$ cat config.mk
export PLATFORM = sky130hd
export DESIGN_NAME = rxsf_status
export DESIGN_NICKNAME = d
export VERILOG_FILES = /design/src/design/rxsf_status.v
export VERILOG_INCLUDE_DIRS = /design/src /design/src/design
export SDC_FILE = /design/constraint.sdc
export NUM_CORES = 1
export LEC_CHECK = 0
export ABC_AREA = 1
export BUFFER_PORTS_ARGS = -buffer_cell sky130_fd_sc_hd__buf_2
export CAP_MARGIN = 20
export CORE_AREA = 10 10 135 137
export CTS_CLUSTER_SIZE = 8
export DETAILED_ROUTE_END_ITERATION = 10
export DIE_AREA = 0 0 145 147
export PLACE_DENSITY_LB_ADDON = 0.12
export SYNTH_ARGS = -nofsm -noshare
export SYNTH_HDL_FRONTEND = slang
export SYNTH_SLANG_ARGS = --single-unit
export TNS_END_PERCENT = 30
$ cat constraint.sdc
create_clock -name clk -period 2.4 [get_ports clk]
set_input_delay 0.36 -clock clk [delete_from_list [all_inputs] [get_ports clk]]
set_output_delay 0.36 -clock clk [all_outputs]
set_load 0.02 [all_outputs]
$ cat src/design/rxsf_regs.vh
// Register offsets, field positions, reset values and timing counts of the
// receive status flag block. Assumes inclusion by bare name from design files.
`ifndef RXSF_REGS_VH
`define RXSF_REGS_VH

// ----------------------------------------------------------------------------
// Register offsets
// ----------------------------------------------------------------------------
`define RXSF_ADDR_STATUS   8'h08
`define RXSF_ADDR_DATA_A   8'h09
`define RXSF_ADDR_VALID_A  8'h0a
`define RXSF_ADDR_DATA_B   8'h0b
`define RXSF_ADDR_VALID_B  8'h0c
`define RXSF_ADDR_CTRL     8'h10
`define RXSF_ADDR_EOF_BITS 8'h11
`define RXSF_ADDR_IRQ_MASK 8'h12
`define RXSF_ADDR_IRQ_STAT 8'h13

// ----------------------------------------------------------------------------
// Status register fields
// ----------------------------------------------------------------------------
`define RXSF_BIT_VALID_B   7
`define RXSF_BIT_FLOW_B    6
`define RXSF_BIT_EOF_B     5
`define RXSF_BIT_FULL_B    4
`define RXSF_BIT_VALID_A   3

// ----------------------------------------------------------------------------
// Control fields, reset values and the full-byte validity pattern
// ----------------------------------------------------------------------------
`define RXSF_BIT_RX_EN     0
`define RXSF_CTRL_RESET    8'h00
`define RXSF_EOF_BITS_RST  8'h04
`define RXSF_MASK_RESET    8'h00
`define RXSF_FULL_BYTE     8'hff

`endif

$ cat src/design/rxsf_status.v
// Receive status flags for two deserializer channels with a plain register port.
// Assumes bit strobes come from the deserializer synchronous to clk.
//
// Design decision made here: strobed register access.
`include "rxsf_regs.vh"

module rxsf_status (
    input  wire       clk,
    input  wire       resetn,
    input  wire [7:0] addr,
    input  wire [7:0] wdata,
    input  wire       wr_stb,
    input  wire       rd_stb,
    output reg  [7:0] rdata,
    input  wire       bit_tick,
    input  wire       b_bit_stb,
    input  wire       b_bit_val,
    input  wire       b_bit_ok,
    input  wire       a_load,
    input  wire [7:0] a_data,
    input  wire [7:0] a_valid,
    output wire       irq
);

    // ------------------------------------------------------------------------
    // Control registers
    // ------------------------------------------------------------------------
    reg  [7:0] ctrl;
    reg  [7:0] eof_bits;
    reg  [7:0] irq_mask;
    reg  [7:0] irq_stat;
    wire       rx_en = ctrl[`RXSF_BIT_RX_EN];

    wire rd_status = rd_stb && (addr == `RXSF_ADDR_STATUS);
    wire rd_data_b = rd_stb && (addr == `RXSF_ADDR_DATA_B);

    // Register map
    //   status     : valid B, flow B, EOF B, full B, valid A, three zero bits
    //   data A     : last channel A byte
    //   valid A    : per-bit validity of that byte
    //   data B     : last channel B byte; reading it empties the holding slot
    //   valid B    : per-bit validity of that byte
    //   control    : bit 0 enables reception; off clears every flag
    //   idle count : bit times without a valid bit that end a frame
    //   irq mask   : enables interrupt status bits onto irq
    //   irq status : sticky events, write one to clear
    // Status and data B are the only registers with read side effects

    // ------------------------------------------------------------------------
    // Channel B deserializer
    // ------------------------------------------------------------------------
    reg  [7:0] b_shift;
    reg  [7:0] b_shift_ok;
    reg  [2:0] b_cnt;
    reg        b_started;
    reg  [7:0] b_idle;
    reg  [7:0] b_data;
    reg  [7:0] b_valid;
    reg        b_has;
    reg  [7:0] a_data_q;
    reg  [7:0] a_valid_q;

    // ------------------------------------------------------------------------
    // Per-bit next value of the shifter
    // ------------------------------------------------------------------------
    // Bit 0 arrives first; each strobe fills the position named by b_cnt
    wire [7:0] next_shift;
    wire [7:0] next_shift_ok;

    genvar gi;
    generate
        for (gi = 0; gi < 8; gi = gi + 1) begin : g_shift
            wire hit = (b_cnt == gi);
            assign next_shift[gi]    = hit ? b_bit_val : b_shift[gi];
            assign next_shift_ok[gi] = hit ? b_bit_ok  : b_shift_ok[gi];
        end
    endgenerate

    wire b_byte_done = b_bit_stb && (b_cnt == 3'd7);
    // Idle time counts only bit times with no valid bit
    wire b_eof_evt   = rx_en && b_started && bit_tick && !(b_bit_stb && b_bit_ok)
                       && (b_idle + 8'h01 >= eof_bits);
    wire b_partial   = (b_cnt != 3'd0);
    wire b_load      = rx_en && (b_byte_done || (b_eof_evt && b_partial));
    wire [7:0] b_ld_data  = b_byte_done ? next_shift : b_shift;
    wire [7:0] b_ld_valid = b_byte_done ? next_shift_ok : b_shift_ok;

    always @(posedge clk) begin
        if (!resetn || !rx_en) begin
            b_shift    <= 8'h00;
            b_shift_ok <= 8'h00;
            b_cnt      <= 3'd0;
            b_started  <= 1'b0;
        end else begin
            if (b_bit_stb) begin
                b_shift    <= next_shift;
                b_shift_ok <= next_shift_ok;
                b_cnt      <= b_cnt + 3'd1;
                if (b_bit_ok)
                    b_started <= 1'b1;
            end
            // Stale bits of an earlier byte must not leak into a short one
            if (b_load) begin
                b_shift    <= 8'h00;
                b_shift_ok <= 8'h00;
            end
            if (b_eof_evt) begin
                b_started  <= 1'b0;
                b_cnt      <= 3'd0;
                b_shift_ok <= 8'h00;
            end
        end
    end

    // ------------------------------------------------------------------------
    // Channel B idle timer
    // ------------------------------------------------------------------------
    // Restarts on every valid bit; stops once a frame has ended
    always @(posedge clk) begin
        if (!resetn || !rx_en) begin
            b_idle <= 8'h00;
        end else if (b_bit_stb && b_bit_ok) begin
            b_idle <= 8'h00;
        end else if (b_eof_evt) begin
            b_idle <= 8'h00;
        end else if (bit_tick && b_started) begin
            b_idle <= b_idle + 8'h01;
        end
    end

    // ------------------------------------------------------------------------
    // Holding registers and status flags
    // ------------------------------------------------------------------------
    reg        valid_b;
    reg        flow_b;
    reg        eof_b;
    reg        full_b;
    reg        valid_a;

    // Overflow: a load lands on unread data; a read in the same cycle drains it
    wire b_over   = b_load && b_has && !rd_data_b;
    // Underflow: the host reads channel B while nothing is held
    wire b_under  = rd_data_b && !b_has;
    wire flow_set = b_over || b_under;

    // Channel B holding register
    always @(posedge clk) begin
        if (!resetn || !rx_en) begin
            b_data  <= 8'h00;
            b_valid <= 8'h00;
            b_has   <= 1'b0;
            valid_b <= 1'b0;
        end else begin
            if (b_load) begin
                b_data  <= b_ld_data;
                b_valid <= b_ld_valid;
                b_has   <= 1'b1;
                valid_b <= (b_ld_valid == `RXSF_FULL_BYTE);
            end else if (rd_data_b) begin
                b_has   <= 1'b0;
            end
        end
    end

    // ------------------------------------------------------------------------
    // Channel A holding register
    // ------------------------------------------------------------------------
    // The channel A byte, its per-bit validity and the validity summary are all held here
    always @(posedge clk) begin
        if (!resetn || !rx_en) begin
            a_data_q  <= 8'h00;
            a_valid_q <= 8'h00;
            valid_a   <= 1'b0;
        end else if (a_load) begin
            a_data_q  <= a_data;
            a_valid_q <= a_valid;
            valid_a   <= (a_valid == `RXSF_FULL_BYTE);
        end
    end

    // ------------------------------------------------------------------------
    // Channel B event flags
    // ------------------------------------------------------------------------
    // Set wins over the clear-on-read of the status register
    always @(posedge clk) begin
        if (!resetn || !rx_en) begin
            flow_b <= 1'b0;
            eof_b  <= 1'b0;
            full_b <= 1'b0;
        end else begin
            if (flow_set)
                flow_b <= 1'b1;
            else if (rd_status)
                flow_b <= 1'b0;
            if (b_eof_evt)
                eof_b <= 1'b1;
            else if (rd_status)
                eof_b <= 1'b0;
            if (b_load)
                full_b <= 1'b1;
            else if (rd_status)
                full_b <= 1'b0;
        end
    end

    // Low three bits belong to channel A flags that are not held here
    wire [7:0] status = {valid_b, flow_b, eof_b, full_b, valid_a, 3'b000};

    // ------------------------------------------------------------------------
    // Interrupts
    // ------------------------------------------------------------------------
    // Valid bits are excluded from the event set; events are one-cycle pulses
    wire [7:0] events = {1'b0, flow_set, b_eof_evt, b_load, 4'h0};
    wire       irq_wr = wr_stb && (addr == `RXSF_ADDR_IRQ_STAT);
    wire [7:0] next_irq_stat;

    // A new event in the clearing cycle survives the write-one-to-clear
    generate
        for (gi = 0; gi < 8; gi = gi + 1) begin : g_irq
            assign next_irq_stat[gi] = events[gi] || (irq_stat[gi] && !(irq_wr && wdata[gi]));
        end
    endgenerate

    // Leaving receive mode drops every pending event
    always @(posedge clk) begin
        if (!resetn || !rx_en)
            irq_stat <= 8'h00;
        else
            irq_stat <= next_irq_stat;
    end

    assign irq = |(irq_stat & irq_mask);

    // ------------------------------------------------------------------------
    // Register writes
    // ------------------------------------------------------------------------
    always @(posedge clk) begin
        if (!resetn) begin
            ctrl     <= `RXSF_CTRL_RESET;
            eof_bits <= `RXSF_EOF_BITS_RST;
            irq_mask <= `RXSF_MASK_RESET;
        end else begin
            if (wr_stb) begin
                case (addr)
                    `RXSF_ADDR_CTRL:     ctrl     <= wdata;
                    `RXSF_ADDR_EOF_BITS: eof_bits <= wdata;
                    `RXSF_ADDR_IRQ_MASK: irq_mask <= wdata;
                    default: ;
                endcase
            end
        end
    end

    // ------------------------------------------------------------------------
    // Register reads
    // ------------------------------------------------------------------------
    // Cycles without a read return zero so the host sees data only once
    reg  [7:0] next_rdata;
    always @* begin
        next_rdata = 8'h00;
        if (rd_stb) begin
            case (addr)
                `RXSF_ADDR_STATUS:   next_rdata = rx_en ? status : 8'h00;
                `RXSF_ADDR_DATA_A:   next_rdata = a_data_q;
                `RXSF_ADDR_VALID_A:  next_rdata = a_valid_q;
                `RXSF_ADDR_DATA_B:   next_rdata = b_data;
                `RXSF_ADDR_VALID_B:  next_rdata = b_valid;
                `RXSF_ADDR_CTRL:     next_rdata = ctrl;
                `RXSF_ADDR_EOF_BITS: next_rdata = eof_bits;
                `RXSF_ADDR_IRQ_MASK: next_rdata = irq_mask;
                `RXSF_ADDR_IRQ_STAT: next_rdata = irq_stat;
                default:             next_rdata = 8'h00;
            endcase
        end
    end

    always @(posedge clk) begin
        if (!resetn)
            rdata <= 8'h00;
        else
            rdata <= next_rdata;
    end

endmodule

# Word-level counts from Yosys, hierarchy flattened
# Index checks and enable logic that the tools add are counted.
[op_classes] addsub=2 magnitude_cmp=1 eq_ne=18 n_mux=26 n_bitwise=1 n_reduce_logical=66
[ops] operator="case mux 8 bit (9 select lines)" n=1
[ops] operator="equality test 8 x 4 -> 1 bit, second input constant" n=5
[ops] operator="equality test 8 x 5 -> 1 bit, second input constant" n=4
[ops] operator="logical AND 1 bit" n=31
[ops] operator="2-to-1 mux 8 bit" n=3
[ops] operator="2-to-1 mux 1 bit" n=22
[ops] operator="equality test 8 bit, second input constant" n=2
[ops] operator="zero test 1 bit" n=13
[ops] operator="equality test 3 bit, second input constant" n=4
[ops] operator="AND reduction 2 bit" n=5
[ops] operator="adder 8 x 1 -> 8 bit, second input constant" n=1
[ops] operator="AND 8 bit" n=1
[ops] operator="greater-or-equal comparator 8 bit" n=1
[ops] operator="nonzero test 2 bit" n=4
[ops] operator="OR reduction 8 bit" n=1
[ops] operator="equality test 3 x 2 -> 1 bit, second input constant" n=2
[ops] operator="logical OR 1 bit" n=6
[ops] operator="OR reduction 3 bit" n=2
[ops] operator="OR reduction 2 bit" n=2
[ops] operator="adder 3 x 1 -> 3 bit, second input constant" n=1
[ops] operator="equality test 3 x 1 -> 1 bit, second input constant" n=1
[ops] operator="zero test 3 bit" n=1
[ops] operator="nonzero test 3 bit" n=1
[totals] register_bits=106 in_bits=41 out_inout_bits=9 wordCells=134

# Depth between registers and ports, before layout
# Gate-level depths: netlist of run 1.
[depth] word_depth=11 ltp_mapped=19 mapped_depth_nobuf=18

# Worst setup path after synthesis of run 1
# Ideal clock, no wire load.
[synth_path] kind="reg2reg" from="register b_idle[0]" to="register b_data[4]" setup_ns=0.109 arrival_time_ns=2.130 t_required_ns=2.291 setup_slack_ns=0.161 path_stages_with_launch=19 path_buffers=1 period_less_slack_ns=2.239 cell_sequence="dfxtp_1 > nand2_1 > nor2_1 > nand4_1 > nor2_1 > xnor2_1 > inv_1 > ha_1 > nand2_1 > o21a_1 > nand2_1 > nand3_2 > nand2_2 > nor2_2 > inv_1 > buf_4 > nand2_1 > nand2_1 > inv_1"
[synth_between] elab_chain_len=6
[synth_rtl] element="start, declared" line_no="rxsf_status.v:56" text="reg [7:0] b_idle;"
[synth_rtl] element="start signal, assigned" line_no="rxsf_status.v:127" text="b_idle <= b_idle + 8'h01;"
[synth_rtl] element="adder 8 x 1 -> 8 bit" line_no="rxsf_status.v:82" text="&& (b_idle + 8'h01 >= eof_bits);"
[synth_rtl] element="greater-or-equal comparator 8 bit" line_no="rxsf_status.v:82"
[synth_rtl] element="logical AND 1 bit" line_no="rxsf_status.v:82"
[synth_rtl] element="logical AND 1 bit" line_no="rxsf_status.v:84" text="wire b_load = rx_en && (b_byte_done || (b_eof_evt && b_partial));"
[synth_rtl] element="logical OR 1 bit" line_no="rxsf_status.v:84"
[synth_rtl] element="logical AND 1 bit" line_no="rxsf_status.v:84"
[synth_rtl] element="end signal, assigned" line_no="rxsf_status.v:155" text="b_data <= b_ld_data;"
[synth_rtl] element="end, declared" line_no="rxsf_status.v:57" text="reg [7:0] b_data;"
# No other way between the ends.
# A chain may end at the register's enable or synchronous reset.

# Final worst setup path of run 1
[layout_path] from="register b_idle[0]" to="register b_shift[7]"
[layout_between] elab_chain_len=7
[layout_rtl] element="adder 8 x 1 -> 8 bit" line_no="rxsf_status.v:82"
[layout_rtl] element="greater-or-equal comparator 8 bit" line_no="rxsf_status.v:82"
[layout_rtl] element="logical AND 1 bit" line_no="rxsf_status.v:82"
[layout_rtl] element="logical AND 1 bit" line_no="rxsf_status.v:84"
[layout_rtl] element="logical OR 1 bit" line_no="rxsf_status.v:84"
[layout_rtl] element="logical AND 1 bit" line_no="rxsf_status.v:84"
[layout_rtl] element="OR reduction 2 bit (no source line)"
[layout_rtl] element="end signal, assigned" line_no="rxsf_status.v:96" text="b_shift <= next_shift;"
[layout_rtl] element="end, declared" line_no="rxsf_status.v:52" text="reg [7:0] b_shift;"
# No other way between the ends.

==> flow_metrics.py, run 1 <==
metrics = {
    "place": {
        "io_buffer_count": 49,
        "dp.cells": 1018,
        "gp_congestion": 0.805,
        "dp_hpwl_um": 11200,
    },
    "pwr": {
        "switchingPower_uw": 807,
        "p_leak_nw": 2.74,
        "combinationalPowerShare_pct": 4.1,
        "swShare_pct": 24.3,
        "ir_drop_mv": 0.335,
        "power_density_nw_per_um2": 530,
        "p_int_mw": 2.51,
        "p_clk_share_pct": 43.0,
        "p_seq_share_pct": 52.9,
    },
    "status": {
        "status": "finished, final reports clean",
    },
    "route": {
        "ant_nets": 0,
        "drt_wl_total_um": 14700,
        "avgRoutedWirePerCell_um": 14.2,
        "drt-initial-drc-count": 252,
        "first_pass_iters": 5,
        "viasPerCell": 4.70,
        "remaining_drc_errors": 0,
        "vias": 4873,
    },
    "yosys": {
        "synth_edf_count": 0,
        "yosys_warnings": 0,
        "synth_area_leaders": "dfxtp_1 40%, nand2_1 14%, inv_1 7.0%",
        "syn_avg_cell_area_sq_um": 7.01,
        "synth_ff_type": "dfxtp_1",
        "async_flop_share_pct": 0,
        "synth-seq-cells": 106,
        "yosysTopAreaCell": "dfxtp_1",
        "syn_nets": 819,
        "synth_area_sq_um": 5350,
        "syn_inst": 763,
        "ys_seq_area_share_pct": 39.7,
        "synth.distinct_cells": 45,
        "synth_top_area_share_pct": 39.7,
    },
    "grt": {
        "antenna_found_initial": 0,
        "grt_pass1_wl_um": 24100,
        "grt.overflow.total": 0,
        "grt_pass1_vias": 4599,
        "track_usage_pct": 13.7,
        "grt_max_degree": 29,
    },
    "die": {
        "initial_core_util_pct": 34.3,
        "die_width_um": 145,
        "ios": 50,
        "die_y_um": 147,
        "core_sq_um": 15600,
        "dieArea_sq_um": 21300,
        "rows": 46,
    },
    "clock_network": {
        "cts_max_path_buffers": 2,
        "clock_latency_ns": 0.36,
        "numCtsBuffers": 9,
        "cts_root_buf": "clkbuf_16",
        "cts_tree": "done",
        "cts_num_sinks": 106,
        "path_clk_slew_ns": 0.08,
        "cts_max_level": 3,
    },
    "critical_path": {
        "end_kind": "flip-flop",
        "cp_max_fo": 6,
        "arrival_ns": 2.65,
        "critPathKind": "flip-flop to flip-flop",
        "crit_path_start_kind": "flip-flop",
        "required_ns": 2.69,
    },
    "hold_path": {
        "min_path_type": "input pin to flip-flop",
    },
    "flow_run": {
        "max_cap_violations": 0,
    },
    "timing": {
        "fin_crit_sh_pct": 98.2,
        "finalSetupTns_ns": 0,
        "rsz0062_at_grt": "true",
        "fin_crit_ns": 2.36,
        "hold_violations": 0,
        "max_slew_margin_pct": 63.5,
        "maxSlewViolCount": 0,
        "hold_ws_ns": 0.249,
        "finalSetupViolations": 0,
        "clock-skew-final_ns": 0.0101,
        "tightest_slew_ns": 0.544,
        "fmax_mhz": 424,
    },
    "finish": {
        "diodes": 0,
        "final_cell_mix": "190 x nand2_1, 104 x dfxtp_1, 97 x inv_1",
        "layout_commonest_cell": "nand2_1",
        "drive_gt1_share_pct": 16.7,
        "final_cells": 1037,
        "syn_to_final_growth_pct": 17.2,
        "nets": 872,
    },
}
[flip-flops by register name (all words and copies together) (netlist names), 3 cells and up]
signal / cells
b_data: 8
b_idle: 8
ctrl: 8
irq_mask: 8
rdata: 8
b_cnt: 3
eof_bits: 8
b_shift: 8
a_data_q: 8
b_valid: 8
irq_stat: 8
a_valid_q: 8
b_shift_ok: 8
[per-stage QoR]
step / setup slack, ns / utilization, % / area (sq um) / power, mW
2_1_floorplan: 0.161 / - / 5350 / 1.87
3_3_place_gp: 0.00159 / 37.3 / 5820 / 1.94
3_5_place_dp: -0.0717 / 37.3 / 5820 / 1.94
4_1_cts: 0.00136 / 39.1 / 6100 / 3.38
5_1_grt: -0.125 / 40.2 / 6270 / 3.46
6_report: 0.0431 / 40.2 / 6270 / 3.32
[final cells by class]
class | instances | area [sq um]
clock buffers | 9 | 225
clock inverters | 7 | 51.3
fillers | 1678 | 9330
inverters | 106 | 408
multi-input cells | 526 | 2790
flip-flops and latches | 106 | 2130
well taps | 216 | 270
repair buffers | 67 | 395
[cell usage after synthesis (5+ instances only)]
library cell,number
a21oi_1,63
nand4_1,6
nor2_2,5
nor2_1,61
o21ai_1,5
nand2_1,195
a211oi_1,10
inv_1,100
ha_1,15
a31oi_1,5
buf_2,6
xor2_1,6
dfxtp_1,106
clkbuf_1,9
o21ai_0,60
a21oi_2,5
nand3_1,50
o211ai_1,5
mux2i_1,7
[layer usage]
layer	up-vias	routed length, um	global-route usage (%)
li1	2568	-	-
met1	2216	7300	18.8
met2	81	6640	21.1
met3	8	598	3.59
met4	0	137	3.22
met5	-	0	0
[repair_timing]
action / in CTS / in global routing
pin swaps: 0 / 9
gates resized for setup: 3 / 40
hold buffers: 0 / 0
gates cloned: 0 / 0
buffers inserted: 0 / 3
endpoints found under the setup margin: 19 / 49
[cells by family after synthesis]
kind of cell	Yosys count	synth area share [%]
simple gates	335	27.0
compound gates	162	16.8
buf+inv	131	10.6
flops	106	39.7
fa+ha+maj	15	3.51
xor+xnor	7	1.15
mux	7	1.31
[critical path: stages, from the launching register on]
cell,delay [ns]
dfxtp_4,0.38
nand2_2,0.05
nor2_2,0.11
nand4_1,0.08
nor2_1,0.14
xnor2_1,0.15
inv_1,0.11
ha_4,0.24
a21oi_2,0.11
o21a_1,0.14
nand2_2,0.07
nand3_4,0.08
nand2_4,0.08
buf_4,0.15
nor2_4,0.12
inv_4,0.06
buf_6,0.13
nor2_1,0.09
[worst paths after layout]
path / startpoint / endpoint / slack (ns) / cells after the start
worst min register to register: b_shift_ok[7] / b_shift_ok[7] / 0.46 / 2
worst min-delay path: a_data[6] / a_data_q[6] / 0.25 / 3
worst max-delay path: b_idle[0] / b_shift[7] / 0.04 / 17
worst max register to register: b_idle[0] / b_shift[7] / 0.04 / 17
[power groups by stage]
| stage | clock [mW] | combinational [mW] | sequential, mW |
|---|---|---|---|
| 2_1_floorplan | 0 | 0.0707 | 1.80 |
| 3_3_place_gp | 0 | 0.136 | 1.80 |
| 6_report | 1.43 | 0.137 | 1.76 |
| 3_5_place_dp | 0 | 0.136 | 1.80 |
| 5_1_grt | 1.55 | 0.154 | 1.76 |
| 4_1_cts | 1.48 | 0.137 | 1.76 |
(Power assumes the default switching activity.)
==> run 2, diff against run 1 <==
Settings changed: ABC_AREA 1 to unset, CORE_AREA 10 10 135 137 to 10 10 137 139, CTS_BUF_LIST set to sky130_fd_sc_hd__clkbuf_4, DIE_AREA 0 0 145 147 to 0 0 147 149.
==> run 2 against run 1 <==
Effect of this change: critical path depth shrank 8; combinational power grew 16%; via count shrank 9.4%; non-clock buffer count grew 15; routed wire length grew 4.6%; critical path type unchanged; largest cell class unchanged.
==> flow_metrics.py, run 2 <==
metrics = {
    "status": {
        "status": "finished, final reports clean",
    },
    "timing": {
        "maxSlewViolCount": 0,
        "max_slew_margin_pct": 56.0,
        "fmax_mhz": 423,
        "finalSetupViolations": 0,
        "tightest_slew_ns": 0.659,
        "fin_crit_ns": 2.36,
        "fin_crit_sh_pct": 98.4,
        "hold_violations": 0,
        "setup_slack_ns": 0.0374,
        "rsz0062_at_grt": "true",
        "clock-skew-final_ns": 0.0259,
    },
    "critical_path": {
        "critPathKind": "flip-flop to flip-flop",
        "critPathMaxStageDelay_ns": 0.52,
        "cp_cell_sequence": "ha_2 > nand3_1 > nor2_1 > xor2_1 > ha_1 > nand4_1 > o31a_4 > or4_4 > o21ai_2",
        "cp_slowest_cell": "or4_4",
        "rrSetupSlack_ns": 0.04,
        "required_ns": 2.85,
        "crit_buf_inv": 0,
        "end_kind": "flip-flop",
        "crit_path_start_kind": "flip-flop",
        "arrival_ns": 2.81,
        "cp_max_fo": 4,
        "crit_family": "simple AND/OR/NAND/NOR gates",
    },
    "route": {
        "ant_nets": 0,
        "first_pass_iters": 5,
        "drt_wl_total_um": 15400,
        "avgRoutedWirePerCell_um": 17.8,
        "viasPerCell": 5.11,
        "vias": 4415,
        "remaining_drc_errors": 0,
        "drt-initial-drc-count": 290,
    },
    "yosys": {
        "synth_edf_count": 0,
        "synth_compound_area_share_pct": 16.3,
        "synth_most_common_cell": "dfxtp_1",
        "async_flop_share_pct": 0,
        "synth_area_leaders": "dfxtp_1 39%, mux2i_1 13%, a21oi_1 3.9%",
        "ys_seq_area_share_pct": 38.6,
        "yosys_warnings": 0,
        "synth-simple-area-share_pct": 20.2,
        "syn_nets": 638,
        "yosysTopAreaCell": "dfxtp_1",
        "synth-seq-cells": 106,
        "synthAdderAreaFrac_pct": 3.42,
        "synth_top_area_share_pct": 38.6,
        "synth_top_family_by_area": "simple AND/OR/NAND/NOR gates",
        "syn_inst": 582,
        "syn_avg_cell_area_sq_um": 9.44,
        "synth.distinct_cells": 60,
        "synth_ff_type": "dfxtp_1",
        "synth-xor-area-share_pct": 2.23,
        "ys_top_cells_by_count": "106 x dfxtp_1, 70 x mux2i_1, 49 x nand2_1, 45 x nor2_1, 43 x a21oi_1",
        "synth_area_sq_um": 5490,
        "synthMuxAreaShare_pct": 15.2,
    },
    "grt": {
        "grt.overflow.total": 0,
        "grt_pass1_vias": 4598,
        "antenna_found_initial": 0,
        "grt_pass1_wl_um": 25300,
        "grt_use_met3_pct": 2.94,
        "grtUsageMet2_pct": 22.9,
        "busiest_layer": "met2",
        "grt_max_degree": 28,
        "met1_usage_pct": 18.8,
        "track_usage_pct": 14.2,
    },
    "finish": {
        "nets": 695,
        "layout_commonest_cell": "dfxtp_1",
        "drive_gt1_share_pct": 25.2,
        "final_cell_mix": "102 x dfxtp_1, 70 x mux2i_1, 49 x buf_2",
        "diodes": 0,
        "fin_util_pct": 39.1,
        "final_cells": 864,
        "stdcell_area_sq_um": 6320,
        "syn_to_final_growth_pct": 15.1,
    },
    "place": {
        "io_buffer_count": 49,
        "dp.cells": 842,
        "placed_area_sq_um": 6060,
        "gp_congestion": 0.811,
        "dp_hpwl_um": 11400,
        "place_ws_ns": -0.0781,
    },
    "clock_network": {
        "cts_num_sinks": 106,
        "cts_max_path_buffers": 2,
        "clock_latency_ns": 0.50,
        "path_clk_slew_ns": 0.17,
        "numCtsBuffers": 9,
        "cts_root_buf": "clkbuf_4",
        "cts_tree": "done",
        "cts_max_level": 3,
    },
    "die": {
        "initial_core_util_pct": 34.0,
        "dieArea_sq_um": 21900,
        "die_y_um": 149,
        "die_width_um": 147,
        "rows": 47,
        "ios": 50,
        "core_sq_um": 16200,
    },
    "pwr": {
        "p_leak_nw": 2.45,
        "power_density_nw_per_um2": 439,
        "ir_drop_mv": 0.186,
    },
    "hold_path": {
        "min_path_type": "input pin to flip-flop",
    },
    "flow_run": {
        "max_cap_violations": 0,
    },
}
==> run 2: area by class of cell <==
type / instances / area, sq um
timing repair buffer: 82 / 542
tap: 220 / 275
multi-input combinational: 429 / 3220
clock buffer: 9 / 67.6
sequential: 106 / 2130
clock inverter: 7 / 43.8
inverter: 11 / 41.3
fill: 1669 / 9850
==> run 2: power by group <==
| part | leakage, nW | switching [mW] | internal, mW | total, mW |
|---|---|---|---|---|
| logic | 1.53 | 0.0973 | 0.0613 | 0.159 |
| registers | 0.855 | 0.000543 | 1.76 | 1.76 |
| clock network | 0.0651 | 0.643 | 0.211 | 0.854 |
| total | 2.45 | 0.741 | 2.03 | 2.77 |
==> run 2: path summary, 6_finish.rpt <==
kind,start,depth (start not counted),to
min,wdata[7],2,irq_stat[7]
min reg2reg,irq_stat[7],2,irq_stat[7]
max,b_idle[0],9,b_valid[2]
max reg2reg,b_idle[0],9,b_valid[2]
==> run 2: repair_timing <==
item | CTS | global route
resized for setup | 6 | 16
hold buffers | 0 | 0
buffers inserted | 3 | 1
cloned | 0 | 2
setup endpoints to repair | 19 | 49
pin swaps | 1 | 17
==> run 2: layer usage <==
layer / vias up / routed length [um]
li1: 2215 / -
met1: 2112 / 7410
met2: 75 / 7270
met3: 13 / 514
met4: 0 / 161
met5: - / 0
==> run 2: logic make-up after synthesis <==
kind of cell / count (synthesis)
flops: 106
compound gates: 120
mux: 80
xor+xnor: 14
buf+inv: 47
fa+ha+maj: 15
simple gates: 200
==> run 2: stage by stage <==
stage	total power, mW	hold WS (ns)	setup TNS [ns]
3_5_place_dp	1.96	0.444	-0.600
6_report	2.77	0.0622	0
3_3_place_gp	1.96	0.432	-0.00192
4_1_cts	2.82	0.0316	0
2_1_floorplan	1.88	0.422	0
5_1_grt	2.89	0.0405	-2.76
==> run 3, diff against run 2 <==
Clock period 2.4 ns to 2 ns, I/O delays scaled along.
==> run 3 against run 2 <==
Effect of this change: the run now ends with setup timing left; via count grew 4.1%; critical endpoint is now b_valid[3]; highest routed layer unchanged; largest power group unchanged; combinational power grew 37%; largest cell class unchanged; final cell count grew 5.2%; setup slack lost 0.47 ns.
==> flow_metrics.py, run 3 (synthesis gave the netlist of run 2 again) <==
metrics = {
    "route": {
        "remaining_drc_errors": 0,
        "vias": 4596,
        "avgRoutedWirePerCell_um": 17.5,
        "ant_nets": 0,
        "dr_wl_met3_um": 497,
        "route.met2.wl_um": 7740,
        "viasPerCell": 5.06,
        "drt-initial-drc-count": 287,
        "routedLengthMet1_um": 7560,
        "top_layer_used": "met4",
        "drt_wl_total_um": 15900,
        "first_pass_iters": 5,
    },
    "grt": {
        "grt_max_degree": 35,
        "grt.overflow.total": 0,
        "grt_pass1_wl_um": 26000,
        "track_usage_pct": 14.7,
        "grt_pass1_vias": 4645,
        "antenna_found_initial": 0,
    },
    "critical_path": {
        "reg2reg_from": "b_idle[1]",
        "required_ns": 2.41,
        "cp_max_fo": 6,
        "crit_path_start_kind": "flip-flop",
        "arrival_ns": 2.83,
        "critPathKind": "flip-flop to flip-flop",
        "rr_worst_depth": 12,
        "end_kind": "flip-flop",
        "r2r-end": "b_valid[3]",
        "worstSetupStartpoint": "b_idle[1]",
        "rrSetupSlack_ns": -0.43,
    },
    "die": {
        "ios": 50,
        "die_width_um": 147,
        "core_sq_um": 16200,
        "dieArea_sq_um": 21900,
        "die_y_um": 149,
        "initial_core_util_pct": 34.0,
        "rows": 47,
    },
    "place": {
        "io_buffer_count": 49,
        "place_ws_ns": -0.494,
        "placed_area_sq_um": 6410,
        "dp_hpwl_um": 12100,
        "dp.cells": 882,
        "gp_congestion": 0.869,
    },
    "status": {
        "status": "complete, but fails checks",
        "violations": "setup timing",
    },
    "finish": {
        "diodes": 0,
        "final_cells": 909,
        "stdcell_area_sq_um": 6810,
        "drive_gt1_share_pct": 31.6,
        "nets": 741,
        "layout_commonest_cell": "dfxtp_1",
        "syn_to_final_growth_pct": 23.9,
        "fin_util_pct": 42.1,
        "final_cell_mix": "101 x dfxtp_1, 70 x mux2i_1, 66 x buf_4",
    },
    "clock_network": {
        "clock_latency_ns": 0.48,
        "cts_tree": "done",
        "cts_max_level": 3,
        "numCtsBuffers": 9,
        "cts_max_path_buffers": 2,
        "cts_root_buf": "clkbuf_4",
        "cts_num_sinks": 106,
        "path_clk_slew_ns": 0.17,
    },
    "timing": {
        "fmax_mhz": 412,
        "rsz0062_at_grt": "true",
        "hold_violations": 0,
        "clock-skew-final_ns": 0.0140,
        "finalSetupViolations": 52,
        "maxSlewViolCount": 0,
        "max_slew_margin_pct": 55.0,
        "setup_slack_ns": -0.429,
        "tightest_slew_ns": 0.674,
        "fin_crit_sh_pct": 121,
        "fin_crit_ns": 2.43,
    },
    "pwr": {
        "ir_drop_mv": 0.270,
        "power_density_nw_per_um2": 506,
        "p_leak_nw": 2.72,
    },
    "hold_path": {
        "worstHoldStart": "wdata[3]",
        "hold_end": "irq_stat[3]",
        "min_path_type": "input pin to flip-flop",
        "hold_path_depth": 2,
    },
    "flow_run": {
        "max_cap_violations": 0,
    },
}
-- run 3: cell types whose count changed in the layout (fill, tap and decap cells not counted), moves of 2 or more --
cell	change
a21oi_4	+3
nor2_2	+2
buf_12	+3
a21oi_1	-11
dlygate4sd3_1	+2
nor2_1	-3
a21oi_2	+8
nand2_2	-2
buf_4	+40
-- run 3: layout make-up --
type	instances	area, sq um
clock buffer	9	67.6
tap	220	275
fill	1609	9370
sequential	106	2130
multi-input combinational	429	3290
timing repair buffer	128	950
clock inverter	6	58.8
inverter	11	41.3
-- run 3: how the worst max path moves through the flow --
stage               depth (start not counted)  slack [ns]         end
finish                                     12       -0.43  b_valid[3]
global route                               12       -0.56  b_valid[1]
CTS                                        12       -0.41  b_valid[1]
detailed placement                          9       -0.49  b_valid[2]
global placement                            9       -0.44  b_valid[2]
floorplan                                  10       -0.38  b_valid[2]
-- run 3: worst max-delay path: stages (launching register included) --
cell and delay (ns):
dfxtp_2 0.39, nand3_2 0.07, or2_4 0.25, nor2_4 0.08, xor2_1 0.08, ha_1 0.33, nand4_1 0.19, buf_4 0.20
o31ai_4 0.23, buf_6 0.16, buf_16 0.13, a21oi_2 0.05, a211oi_2 0.18
-- run 3: power by group --
group / leakage [nW] / switching [mW] / total (mW) / internal, mW
Sequential: 0.856 / 0.000547 / 2.11 / 2.11
Clock: 0.0669 / 0.748 / 1.12 / 0.368
Combinational: 1.80 / 0.125 / 0.218 / 0.0924
-- run 3: what timing repair did --
| item | CTS | global route |
|---|---|---|
| setup buffers | 7 | 1 |
| setup endpoints to repair | 52 | 52 |
| pin swaps | 38 | 1 |
| hold buffers | 1 | 1 |
| resized for setup | 29 | 9 |
| endpoints found under the hold margin | 1 | 1 |
| cloned | 2 | 0 |
-- run 3: stage by stage --
step                      power (mW)  setup TNS, ns  hold WS [ns]
final                           3.45         -15.78        0.0484
after global routing            3.58         -22.07       0.00120
after CTS                       3.49         -16.05       0.00856
after detailed placement        2.37         -21.13         0.432
after global placement          2.37         -18.14         0.430
after floorplan                 2.26         -13.50         0.387
-- run 3: per-layer routing --
metal,global-route usage [%],vias up
li1,-,2299
met1,19.4,2230
met2,24.5,60
met3,3.09,7
met4,2.92,0
met5,0,-
